===== src/core/scsa_regs.vh =====
// Purpose: shared constants of the sync check slip/angle block
// Assumes: frequency in mHz, angle in 0.1 deg, voltage in 0.1 V,
//          close time in 0.01 cycle, one 32-bit word per register
// Notes:   included by the core only; definitions, no logic
// Functional notes
// - slip runs only when healthy and unblocked
// - slip is primary minus sync frequency, signed
// - slip_ok when slip magnitude below limit
// - one slip cycle equals 360 degrees
// - angle difference runs only while slip_ok
// - subtract phase select offset, 30 degree steps
// - slip at most 0.005 Hz is static
// - zero close time omits compensation
// - slipping adds slip times close time term
// - static: permissive when difference below limit
// - healthy when voltage inside low/high window
// - slipping with nonzero close time: permissive at zero, on a crossing or rising, below limit
`ifndef SCSA_REGS_VH
`define SCSA_REGS_VH
// register byte offsets
`define SCSA_MAX_SLIP   6'h00
`define SCSA_ANG_FIRST  6'h04
`define SCSA_ANG_SECOND 6'h08
`define SCSA_PHASE_SEL  6'h0c
`define SCSA_CLOSE_TIME 6'h10
`define SCSA_VOLT_LO    6'h14
`define SCSA_VOLT_HI    6'h18
`define SCSA_STATUS     6'h1c
`define SCSA_SLIP_RD    6'h20
`define SCSA_ANGLE_RD   6'h24
`define SCSA_IRQ_STAT   6'h28
`define SCSA_IRQ_MASK   6'h2c
// reset values
`define SCSA_RST_SLIP   16'h0032
`define SCSA_RST_ANG1   10'h096
`define SCSA_RST_ANG2   10'h0fa
`define SCSA_RST_PSEL   4'h0
`define SCSA_RST_TCLOSE 13'h0000
`define SCSA_RST_VLO    12'h190
`define SCSA_RST_VHI    12'h578
`define SCSA_RST_MASK   3'h0
// arithmetic constants (0.1 deg units, static limit in mHz)
`define SCSA_TURN       32'sh00000e10
`define SCSA_HALF       32'sh00000708
`define SCSA_STEP       13'h012c
`define SCSA_STATIC_MHZ 17'h00005
// 0.1deg = mHz/1000 * cc/100 / 60 * 360 * 10 = mHz*cc*3/5000
`define SCSA_COMP_NUM   32'sh00000003
`define SCSA_COMP_DEN   32'sh00001388
`endif


===== src/core/scsa_core.v =====
// Purpose: slip frequency and angle difference sync check datapath
// Assumes: measurements come from logic on clk_in, one sample a cycle
// Notes:   avalon-mm slave, one wait state per access
`timescale 1ns/1ps
`default_nettype none
`include "scsa_regs.vh"
module scsa_core #(
  parameter FW = 16,  // frequency width, mHz
  parameter AW = 12,  // angle width, 0.1 deg
  parameter VW = 12   // voltage width, 0.1 V
) (
  input  wire          clk_in,
  input  wire          rst_in,
  input  wire          clk_en_in,
  input  wire [5:0]    avs_address_in,
  input  wire          avs_read_in,
  input  wire          avs_write_in,
  input  wire [31:0]   avs_writedata_in,
  input  wire [3:0]    avs_byteenable_in,
  output reg  [31:0]   avs_readdata_out,
  output reg           avs_waitrequest_out,
  input  wire [FW-1:0] freq_primary_in,
  input  wire [FW-1:0] freq_sync_in,
  input  wire [AW-1:0] angle_primary_in,
  input  wire [AW-1:0] angle_sync_in,
  input  wire [VW-1:0] volt_primary_in,
  input  wire [VW-1:0] volt_sync_in,
  input  wire [VW-1:0] volt_freq_ref_in,
  input  wire          sync_block_condition_in,
  output reg           primary_voltage_healthy_out,
  output reg           sync_voltage_healthy_out,
  output reg           freq_ref_voltage_healthy_out,
  output reg           slip_ok_out,
  output wire          sync_ok_first_out,
  output wire          sync_ok_second_out,
  output reg           irq_out
);

  // settings written by software, and the sticky event status
  reg [15:0] max_slip_limit;      // mHz
  reg [9:0]  max_angle_first;     // 0.1 deg
  reg [9:0]  max_angle_second;    // 0.1 deg
  reg [3:0]  phase_select_offset; // 30 deg steps
  reg [12:0] breaker_close_time;  // 0.01 cycle
  reg [VW-1:0] volt_lo;           // healthy window low
  reg [VW-1:0] volt_hi;           // healthy window high
  reg [2:0]  irq_mask;            // same layout as status
  reg [2:0]  irq_status;          // sticky events

  // pipeline state
  reg signed [16:0] slip;         // last computed slip, mHz
  reg [16:0]        slip_mag;     // its magnitude
  reg signed [12:0] raw_diff;     // wrapped raw angle diff
  reg [10:0]        angle_diff;   // last absolute difference
  reg               prev_valid;   // angle_diff holds a sample
  reg               prev_neg;     // sign of last difference
  reg [1:0]         sync_ok;      // permissive flags

  // bus state
  reg [31:0] next_rdata;          // readback mux
  wire bus_req = avs_read_in | avs_write_in;
  wire bus_acc = bus_req & ~avs_waitrequest_out;
  wire wr_acc  = avs_write_in & bus_acc;
  wire rd_acc  = avs_read_in & bus_acc;

  // window test used for all three voltages
  function in_window;
    input [VW-1:0] v;
    input [VW-1:0] lo;
    input [VW-1:0] hi;
    begin
      in_window = (v >= lo) && (v <= hi);
    end
  endfunction

  // fold any angle into -180..+180 degrees
  function signed [12:0] wrap_ang;
    input signed [31:0] x;
    reg signed [31:0] r;
    begin
      r = x % `SCSA_TURN;
      if (r > `SCSA_HALF) begin
        r = r - `SCSA_TURN;
      end else if (r < -`SCSA_HALF) begin
        r = r + `SCSA_TURN;
      end
      wrap_ang = r[12:0];
    end
  endfunction

  // merge written bytes into the old word
  function [31:0] be_merge;
    input [31:0] old;
    input [31:0] wd;
    input [3:0]  be;
    integer i;
    begin
      be_merge = old;
      for (i = 0; i < 4; i = i + 1) begin
        if (be[i]) begin
          be_merge[i*8 +: 8] = wd[i*8 +: 8];
        end
      end
    end
  endfunction

  // written word: old value with the enabled byte lanes replaced;
  // each setting then takes only the bits it holds
  wire [31:0] wr_word = be_merge(next_rdata, avs_writedata_in,
                                 avs_byteenable_in);

  // healthy flags from the current samples
  wire h_p = in_window(volt_primary_in, volt_lo, volt_hi);
  wire h_s = in_window(volt_sync_in, volt_lo, volt_hi);
  wire h_f = in_window(volt_freq_ref_in, volt_lo, volt_hi);
  wire slip_run = h_p & h_s & h_f & ~sync_block_condition_in;

  // signed slip, primary side minus sync side
  wire signed [16:0] slip_d = $signed({1'b0, freq_primary_in}) -
                              $signed({1'b0, freq_sync_in});
  wire [16:0] slip_d_mag = slip_d[16] ? -slip_d : slip_d;
  wire next_slip_ok = slip_run &
                      (slip_d_mag < {1'b0, max_slip_limit});

  // constant sync lag removed from the raw difference
  wire [12:0] off_t = phase_select_offset * `SCSA_STEP;
  wire signed [31:0] raw_w = $signed({1'b0, angle_primary_in}) -
                             $signed({1'b0, angle_sync_in}) -
                             $signed({1'b0, off_t});

  // static when slip is at most 5 mHz
  wire is_static = slip_mag <= `SCSA_STATIC_MHZ;
  wire comp_on = ~is_static & (breaker_close_time != 13'h0000);
  // close-time travel; 360 deg per slip cycle in the scale
  wire signed [31:0] comp = (slip *
                            $signed({1'b0, breaker_close_time}) *
                            `SCSA_COMP_NUM) / `SCSA_COMP_DEN;
  wire signed [31:0] comp_sel = comp_on ? comp : 32'sh00000000;
  // compensated difference re-folded before the magnitude
  wire signed [12:0] sdiff = wrap_ang(raw_diff + comp_sel);
  wire [12:0] sdiff_mag = sdiff[12] ? -sdiff : sdiff;
  wire [10:0] adiff = sdiff_mag[10:0];
  wire crossed = prev_valid & (sdiff[12] != prev_neg);
  // the angle moves far slower than the clock, so a sample-to-sample
  // compare would grant for one cycle only; the slip sign tells whether
  // the magnitude is opening (same sign) or closing on zero
  wire rising  = (sdiff != 13'sh0000) & (sdiff[12] == slip[16]);
  wire [9:0] lim [0:1];
  assign lim[0] = max_angle_first;
  assign lim[1] = max_angle_second;

  // per-permissive decision, identical for both limits
  wire [1:0] next_sync_ok;
  genvar k;
  generate
    for (k = 0; k < 2; k = k + 1) begin : g_perm
      wire below = adiff < {1'b0, lim[k]};
      // slipping: grant at zero, on a crossing or while rising, when below
      wire slip_perm = below & ((adiff == 11'h000) | crossed |
                                rising);
      assign next_sync_ok[k] = slip_ok_out &
                               (comp_on ? slip_perm : below);
    end
  endgenerate
  assign sync_ok_first_out  = sync_ok[0];
  assign sync_ok_second_out = sync_ok[1];

  // rising permissives are the interrupt events
  wire [2:0] cur_flags = {sync_ok, slip_ok_out};
  wire [2:0] nxt_flags = {next_sync_ok, next_slip_ok};
  wire [2:0] events = nxt_flags & ~cur_flags;
  wire stat_clr = rd_acc & (avs_address_in == `SCSA_IRQ_STAT);
  // set wins: an event in the clearing cycle survives
  wire [2:0] next_irq_status = (stat_clr ? 3'h0 : irq_status) |
                               events;

  // slip stage: slip and slip_mag frozen outside the run condition
  always @(posedge clk_in or posedge rst_in) begin
    if (rst_in) begin
      slip                         <= 17'sh00000;
      slip_mag                     <= 17'h00000;
      raw_diff                     <= 13'sh0000;
      slip_ok_out                  <= 1'b0;
      primary_voltage_healthy_out  <= 1'b0;
      sync_voltage_healthy_out     <= 1'b0;
      freq_ref_voltage_healthy_out <= 1'b0;
    end else if (clk_en_in) begin
      primary_voltage_healthy_out  <= h_p;
      sync_voltage_healthy_out     <= h_s;
      freq_ref_voltage_healthy_out <= h_f;
      slip_ok_out                  <= next_slip_ok;
      raw_diff                     <= wrap_ang(raw_w);
      if (slip_run) begin
        slip     <= slip_d;
        slip_mag <= slip_d_mag;
      end
    end
  end

  // angle stage: runs only while slip_ok holds
  always @(posedge clk_in or posedge rst_in) begin
    if (rst_in) begin
      angle_diff <= 11'h000;
      prev_valid <= 1'b0;
      prev_neg   <= 1'b0;
      sync_ok    <= 2'h0;
    end else if (clk_en_in) begin
      sync_ok <= next_sync_ok;
      if (slip_ok_out) begin
        angle_diff <= adiff;
        prev_neg   <= sdiff[12];
        prev_valid <= 1'b1;
      end else begin
        // history is stale once the stage stops
        prev_valid <= 1'b0;
      end
    end
  end

  // readback mux; unmapped offsets read zero
  always @* begin
    next_rdata = 32'h00000000;
    case (avs_address_in)
      `SCSA_MAX_SLIP:   next_rdata[15:0] = max_slip_limit;
      `SCSA_ANG_FIRST:  next_rdata[9:0]  = max_angle_first;
      `SCSA_ANG_SECOND: next_rdata[9:0]  = max_angle_second;
      `SCSA_PHASE_SEL:  next_rdata[3:0]  = phase_select_offset;
      `SCSA_CLOSE_TIME: next_rdata[12:0] = breaker_close_time;
      `SCSA_VOLT_LO:    next_rdata[VW-1:0] = volt_lo;
      `SCSA_VOLT_HI:    next_rdata[VW-1:0] = volt_hi;
      `SCSA_STATUS:     next_rdata[5:0] = {sync_ok, slip_ok_out,
                          freq_ref_voltage_healthy_out,
                          sync_voltage_healthy_out,
                          primary_voltage_healthy_out};
      `SCSA_SLIP_RD:    next_rdata = {{15{slip[16]}}, slip};
      `SCSA_ANGLE_RD:   next_rdata[10:0] = angle_diff;
      `SCSA_IRQ_STAT:   next_rdata[2:0] = irq_status;
      `SCSA_IRQ_MASK:   next_rdata[2:0] = irq_mask;
      default:          next_rdata = 32'h00000000;
    endcase
  end

  // bus handshake: one wait cycle, then a one-cycle accept
  always @(posedge clk_in or posedge rst_in) begin
    if (rst_in) begin
      avs_waitrequest_out <= 1'b1;
      avs_readdata_out    <= 32'h00000000;
    end else if (clk_en_in) begin
      if (bus_req & avs_waitrequest_out) begin
        avs_waitrequest_out <= 1'b0;
        avs_readdata_out    <= next_rdata;
      end else begin
        avs_waitrequest_out <= 1'b1;
      end
    end
  end

  // settings written at the accepting edge only
  always @(posedge clk_in or posedge rst_in) begin
    if (rst_in) begin
      max_slip_limit      <= `SCSA_RST_SLIP;
      max_angle_first     <= `SCSA_RST_ANG1;
      max_angle_second    <= `SCSA_RST_ANG2;
      phase_select_offset <= `SCSA_RST_PSEL;
      breaker_close_time  <= `SCSA_RST_TCLOSE;
      volt_lo             <= `SCSA_RST_VLO;
      volt_hi             <= `SCSA_RST_VHI;
      irq_mask            <= `SCSA_RST_MASK;
    end else if (clk_en_in & wr_acc) begin
      case (avs_address_in)
        `SCSA_MAX_SLIP:
          max_slip_limit <= wr_word[15:0];
        `SCSA_ANG_FIRST:
          max_angle_first <= wr_word[9:0];
        `SCSA_ANG_SECOND:
          max_angle_second <= wr_word[9:0];
        `SCSA_PHASE_SEL:
          phase_select_offset <= wr_word[3:0];
        `SCSA_CLOSE_TIME:
          breaker_close_time <= wr_word[12:0];
        `SCSA_VOLT_LO:
          volt_lo <= wr_word[VW-1:0];
        `SCSA_VOLT_HI:
          volt_hi <= wr_word[VW-1:0];
        `SCSA_IRQ_MASK:
          irq_mask <= wr_word[2:0];
        default: irq_mask <= irq_mask;
      endcase
    end
  end

  // sticky status, read-to-clear; level interrupt
  always @(posedge clk_in or posedge rst_in) begin
    if (rst_in) begin
      irq_status <= 3'h0;
      irq_out    <= 1'b0;
    end else if (clk_en_in) begin
      irq_status <= next_irq_status;
      irq_out    <= |(next_irq_status & irq_mask);
    end
  end

endmodule // scsa_core
`default_nettype wire


===== config.mk =====
export PLATFORM = sky130hd
export DESIGN_NAME = scsa_core
export DESIGN_NICKNAME = d
export VERILOG_FILES = /design/src/core/scsa_core.v
export VERILOG_INCLUDE_DIRS = /design/src /design/src/core
export SDC_FILE = /design/constraint.sdc
export NUM_CORES = 2
export LEC_CHECK = 0
export ABC_CLOCK_PERIOD_IN_PS = 63900
export BUFFER_PORTS_ARGS = -buffer_cell sky130_fd_sc_hd__buf_2
export CAP_MARGIN = 20
export CORE_AREA = 2 2 266 268
export DETAILED_ROUTE_END_ITERATION = 16
export DIE_AREA = 0 0 268 270
export PLACE_DENSITY = 0.83
export SLEW_MARGIN = 15
export SYNTH_ARGS = -nofsm -noshare
export SYNTH_HDL_FRONTEND = slang
export SYNTH_SLANG_ARGS = --single-unit

===== constraint.sdc =====
create_clock -name clk_in -period 63.9 [get_ports clk_in]
set_clock_uncertainty 0.2 [all_clocks]
set_input_delay 12.78 -clock clk_in [delete_from_list [all_inputs] [get_ports clk_in]]
set_output_delay 12.78 -clock clk_in [all_outputs]
set_load 0.005 [all_outputs]

==> flow_metrics.env <==
export IMPL_num_rows=97
export IMPL_worstHoldPathType="flip-flop to flip-flop"
export IMPL_place_gp_congestion=1.01
export IMPL_grt_max_degree=98
export IMPL_relSlewSlack_pct=31.2
export IMPL_worstPathRequired_ns=64.07
export IMPL_io_buffers=161
export IMPL_hold_end="avs_readdata_out[15]"
export IMPL_cts_tree="yes"
export IMPL_maxCapViolations=0
export IMPL_syn_inst=5597
export IMPL_slew_violations=0
export IMPL_reg2regPathDepth=220
export IMPL_synth_warnings=0
export IMPL_ys_seq_elements=167
export IMPL_path_delay_family="compound AO/OA/AOI/OAI gates"
export IMPL_synth_nets=6280
export IMPL_cts_hold_buf=0
export IMPL_routed_wl_mm=119
export IMPL_path_class="flip-flop to flip-flop"
export IMPL_whs_path_depth=2
export IMPL_grt_pass1_wl_mm=198
export IMPL_reg2reg_from="slip[7]"
export IMPL_coreArea_sq_um=69500
export IMPL_critPathMaxStageDelay_ns=0.75
export IMPL_rrSetupSlack_ns=4.47
export IMPL_root_buffer="clkbuf_16"
export IMPL_rsz0062_at_grt="false"
export IMPL_r2r_end="irq_out"
export IMPL_startpoint_type="flip-flop"
export IMPL_grtUsageTotal_pct=32.2
export IMPL_yosys_cell_types_count=201
export IMPL_ys_async_sr_fraction_pct=100
export IMPL_setup_viol=0
export IMPL_fmax_mhz=16.8
export IMPL_fin_crit_sh_pct=93.0
export IMPL_vias=42500
export IMPL_cpMostUsedCell="a21oi_1"
export IMPL_hold_violations=0
export IMPL_worstMarginPinSlew_ns=1.02
export IMPL_cts_htree_levels=4
export IMPL_area_delta_synth_final_pct=3.38
export IMPL_insertedDiodeCount=0
export IMPL_grt_pass1_vias=40600
export IMPL_ant_nets=0
export IMPL_drive_gt1_share_pct=16.1
export IMPL_critPathSlowestCell="a2111oi_0"
export IMPL_ys_seq_area_share_pct=9.37
export IMPL_dp_hpwl_mm=94.5
export IMPL_die_area_sq_um=72400
export IMPL_synthesis_area_sq_um=44900
export IMPL_fin_crit_ns=59.43
export IMPL_synth_area_per_cell_sq_um=8.03
export IMPL_crit_path_end_kind="flip-flop"
export IMPL_status="complete, no violations"
export IMPL_cts_sink_count=167
export IMPL_drtPass1Iterations=9
export IMPL_die_width_um=268
export IMPL_viasPerCell=6.47
export IMPL_ys_flop_type="dfrtp_1"
export IMPL_die_h_um=270
export IMPL_worstHoldStart="avs_readdata_out[15]"
export IMPL_crit_fanout=26
export IMPL_grt_overflow_total=0
export IMPL_post_cts_buffers=0
export IMPL_clock_latency_ns=0.45
export IMPL_clk_pin_slew_worst_paths_ns=0.08
export IMPL_nFillCells=5828
export IMPL_start_util_pct=64.6
export IMPL_wl_per_cell_um=18.1
export IMPL_antenna_found_initial=0
export IMPL_cts_buffer_depth=2
export IMPL_first_iter_violations=3661
export IMPL_fin_tns_setup_ns=0
export IMPL_nets=6299
export IMPL_synth_edf_count=0
export IMPL_numCtsBuffers=17
export IMPL_arrival_ns=59.60
export IMPL_drcViolationCount=0
export IMPL_crit_buf_inv=9
export IMPL_io_pin_count=180
flip-flops by register name (all words and copies together), names as in the netlist, 2 cells and up:
register / cells
slip: 17
max_slip_limit: 16
irq_mask: 3
max_angle_second: 10
avs_readdata_out: 17
sync_ok: 2
max_angle_first: 10
volt_hi: 12
irq_status: 3
angle_diff: 11
volt_lo: 12
raw_diff: 13
breaker_close_time: 13
slip_mag: 16
phase_select_offset: 4
cells in the mapped netlist (35+ instances only):
cell / n / area [sq um]
or3_1: 48 / 300
o31ai_1: 37 / 278
fa_1: 219 / 4380
ha_1: 324 / 4050
dfrtp_1: 144 / 3600
mux2i_1: 62 / 621
nor3_1: 110 / 551
nand3_1: 112 / 561
nor4_1: 44 / 275
and2_1: 143 / 895
o21ai_0: 270 / 1350
inv_1: 530 / 1990
clkbuf_1: 86 / 323
o21ai_1: 71 / 355
mux2_2: 67 / 754
buf_6: 56 / 631
o211ai_1: 55 / 413
nand2b_1: 55 / 344
xnor2_1: 288 / 2520
a21oi_2: 35 / 307
a21oi_1: 323 / 1620
nor2b_1: 38 / 238
o21bai_1: 66 / 495
xor2_1: 132 / 1160
o21a_1: 39 / 293
a21o_1: 60 / 450
nand4_1: 61 / 382
a31oi_1: 55 / 344
a22oi_1: 50 / 375
a211oi_1: 45 / 338
nand2_1: 526 / 1970
nor2_1: 335 / 1260
through the flow:
step / hold WS, ns / worst slack, ns / util, % / instances / instance area (sq um)
4_1_cts: 0.293 / 4.19 / 66.7 / 6567 / 46400
5_1_grt: 0.313 / 0.0446 / 66.8 / 6569 / 46400
6_report: 0.294 / 4.47 / 66.8 / 6569 / 46400
2_1_floorplan: 0.250 / 14.13 / - / 5597 / 44900
3_5_place_dp: 0.272 / 4.53 / 65.8 / 6535 / 45800
3_3_place_gp: 0.263 / 5.32 / 65.8 / 6535 / 45700
repair_timing:
item,in CTS,in global routing
setup endpoints to repair,0,6
endpoints found under the hold margin,0,0
resized for setup,0,7
metal layers:
layer / vias to the layer above / GRT usage [%] / routed length [um]
li1: 20300 / - / -
met4: 0 / 11.0 / 4210
met3: 261 / 2.79 / 6970
met5: - / 0 / 0
met2: 1583 / 55.0 / 56800
met1: 20400 / 42.5 / 51200
cell usage in the layout (no fill, tap or decap), types with 26 or more instances in the layout:
cell	n
inv_1	529
nand2_1	526
nor2_1	335
ha_1	324
a21oi_1	322
xnor2_1	286
o21ai_0	270
fa_1	219
buf_2	161
dfrtp_1	144
and2_1	143
xor2_1	132
nand3_1	112
nor3_1	108
o21ai_1	71
mux2_2	67
o21bai_1	66
mux2i_1	62
nand4_1	61
a21o_1	60
nand2b_1	55
o211ai_1	55
a31oi_1	55
a22oi_1	50
or3_1	48
a211oi_1	45
nor4_1	44
o21a_1	39
nor2b_1	38
o31ai_1	37
a21oi_2	35
and2_2	35
and3_1	32
or2_2	30
buf_4	30
a221oi_1	26
cell families (layout without fill, tap and decap cells):
kind of cell	after synthesis	after routing	share of synthesized area, %
muxes	153	153	3.75
buffers and inverters	725	756	7.60
AOI/OAI and AO/OA	1679	1679	28.3
adders and majority gates	558	558	19.1
and+or+nand+nor	1862	1863	22.4
DFF	167	167	9.37
xor gates and xnor gates	453	453	9.43
cell type report:
cell class,count,area (sq um),area share (%)
Timing Repair Buffer,191,1030,2.22
Tap cell,940,1180,2.53
Clock buffer,17,425,0.916
Inverter,533,2020,4.36
Clock inverter,15,201,0.434
Multi-Input combinational cell,4706,37400,80.5
Sequential cell,167,4210,9.06
worst min-delay path, delay by kind of cell (launching register included):
family,cells,cell delay (ns)
and+or+nand+nor,1,0.05
DFF,1,0.36
AOI/OAI and AO/OA,1,0.06
worst max path at each step:
stage	startpoint	end	cells after the start
detailed placement	slip[5]	irq_out	216
floorplan	slip[5]	irq_out	225
CTS	slip[5]	irq_out	217
global route	slip[5]	irq_out	219
global placement	slip[5]	irq_out	216
finish	slip[7]	irq_out	220
Power is not shown: default switching activity piles up to over one toggle a cycle in this logic, so the estimate is an artifact.
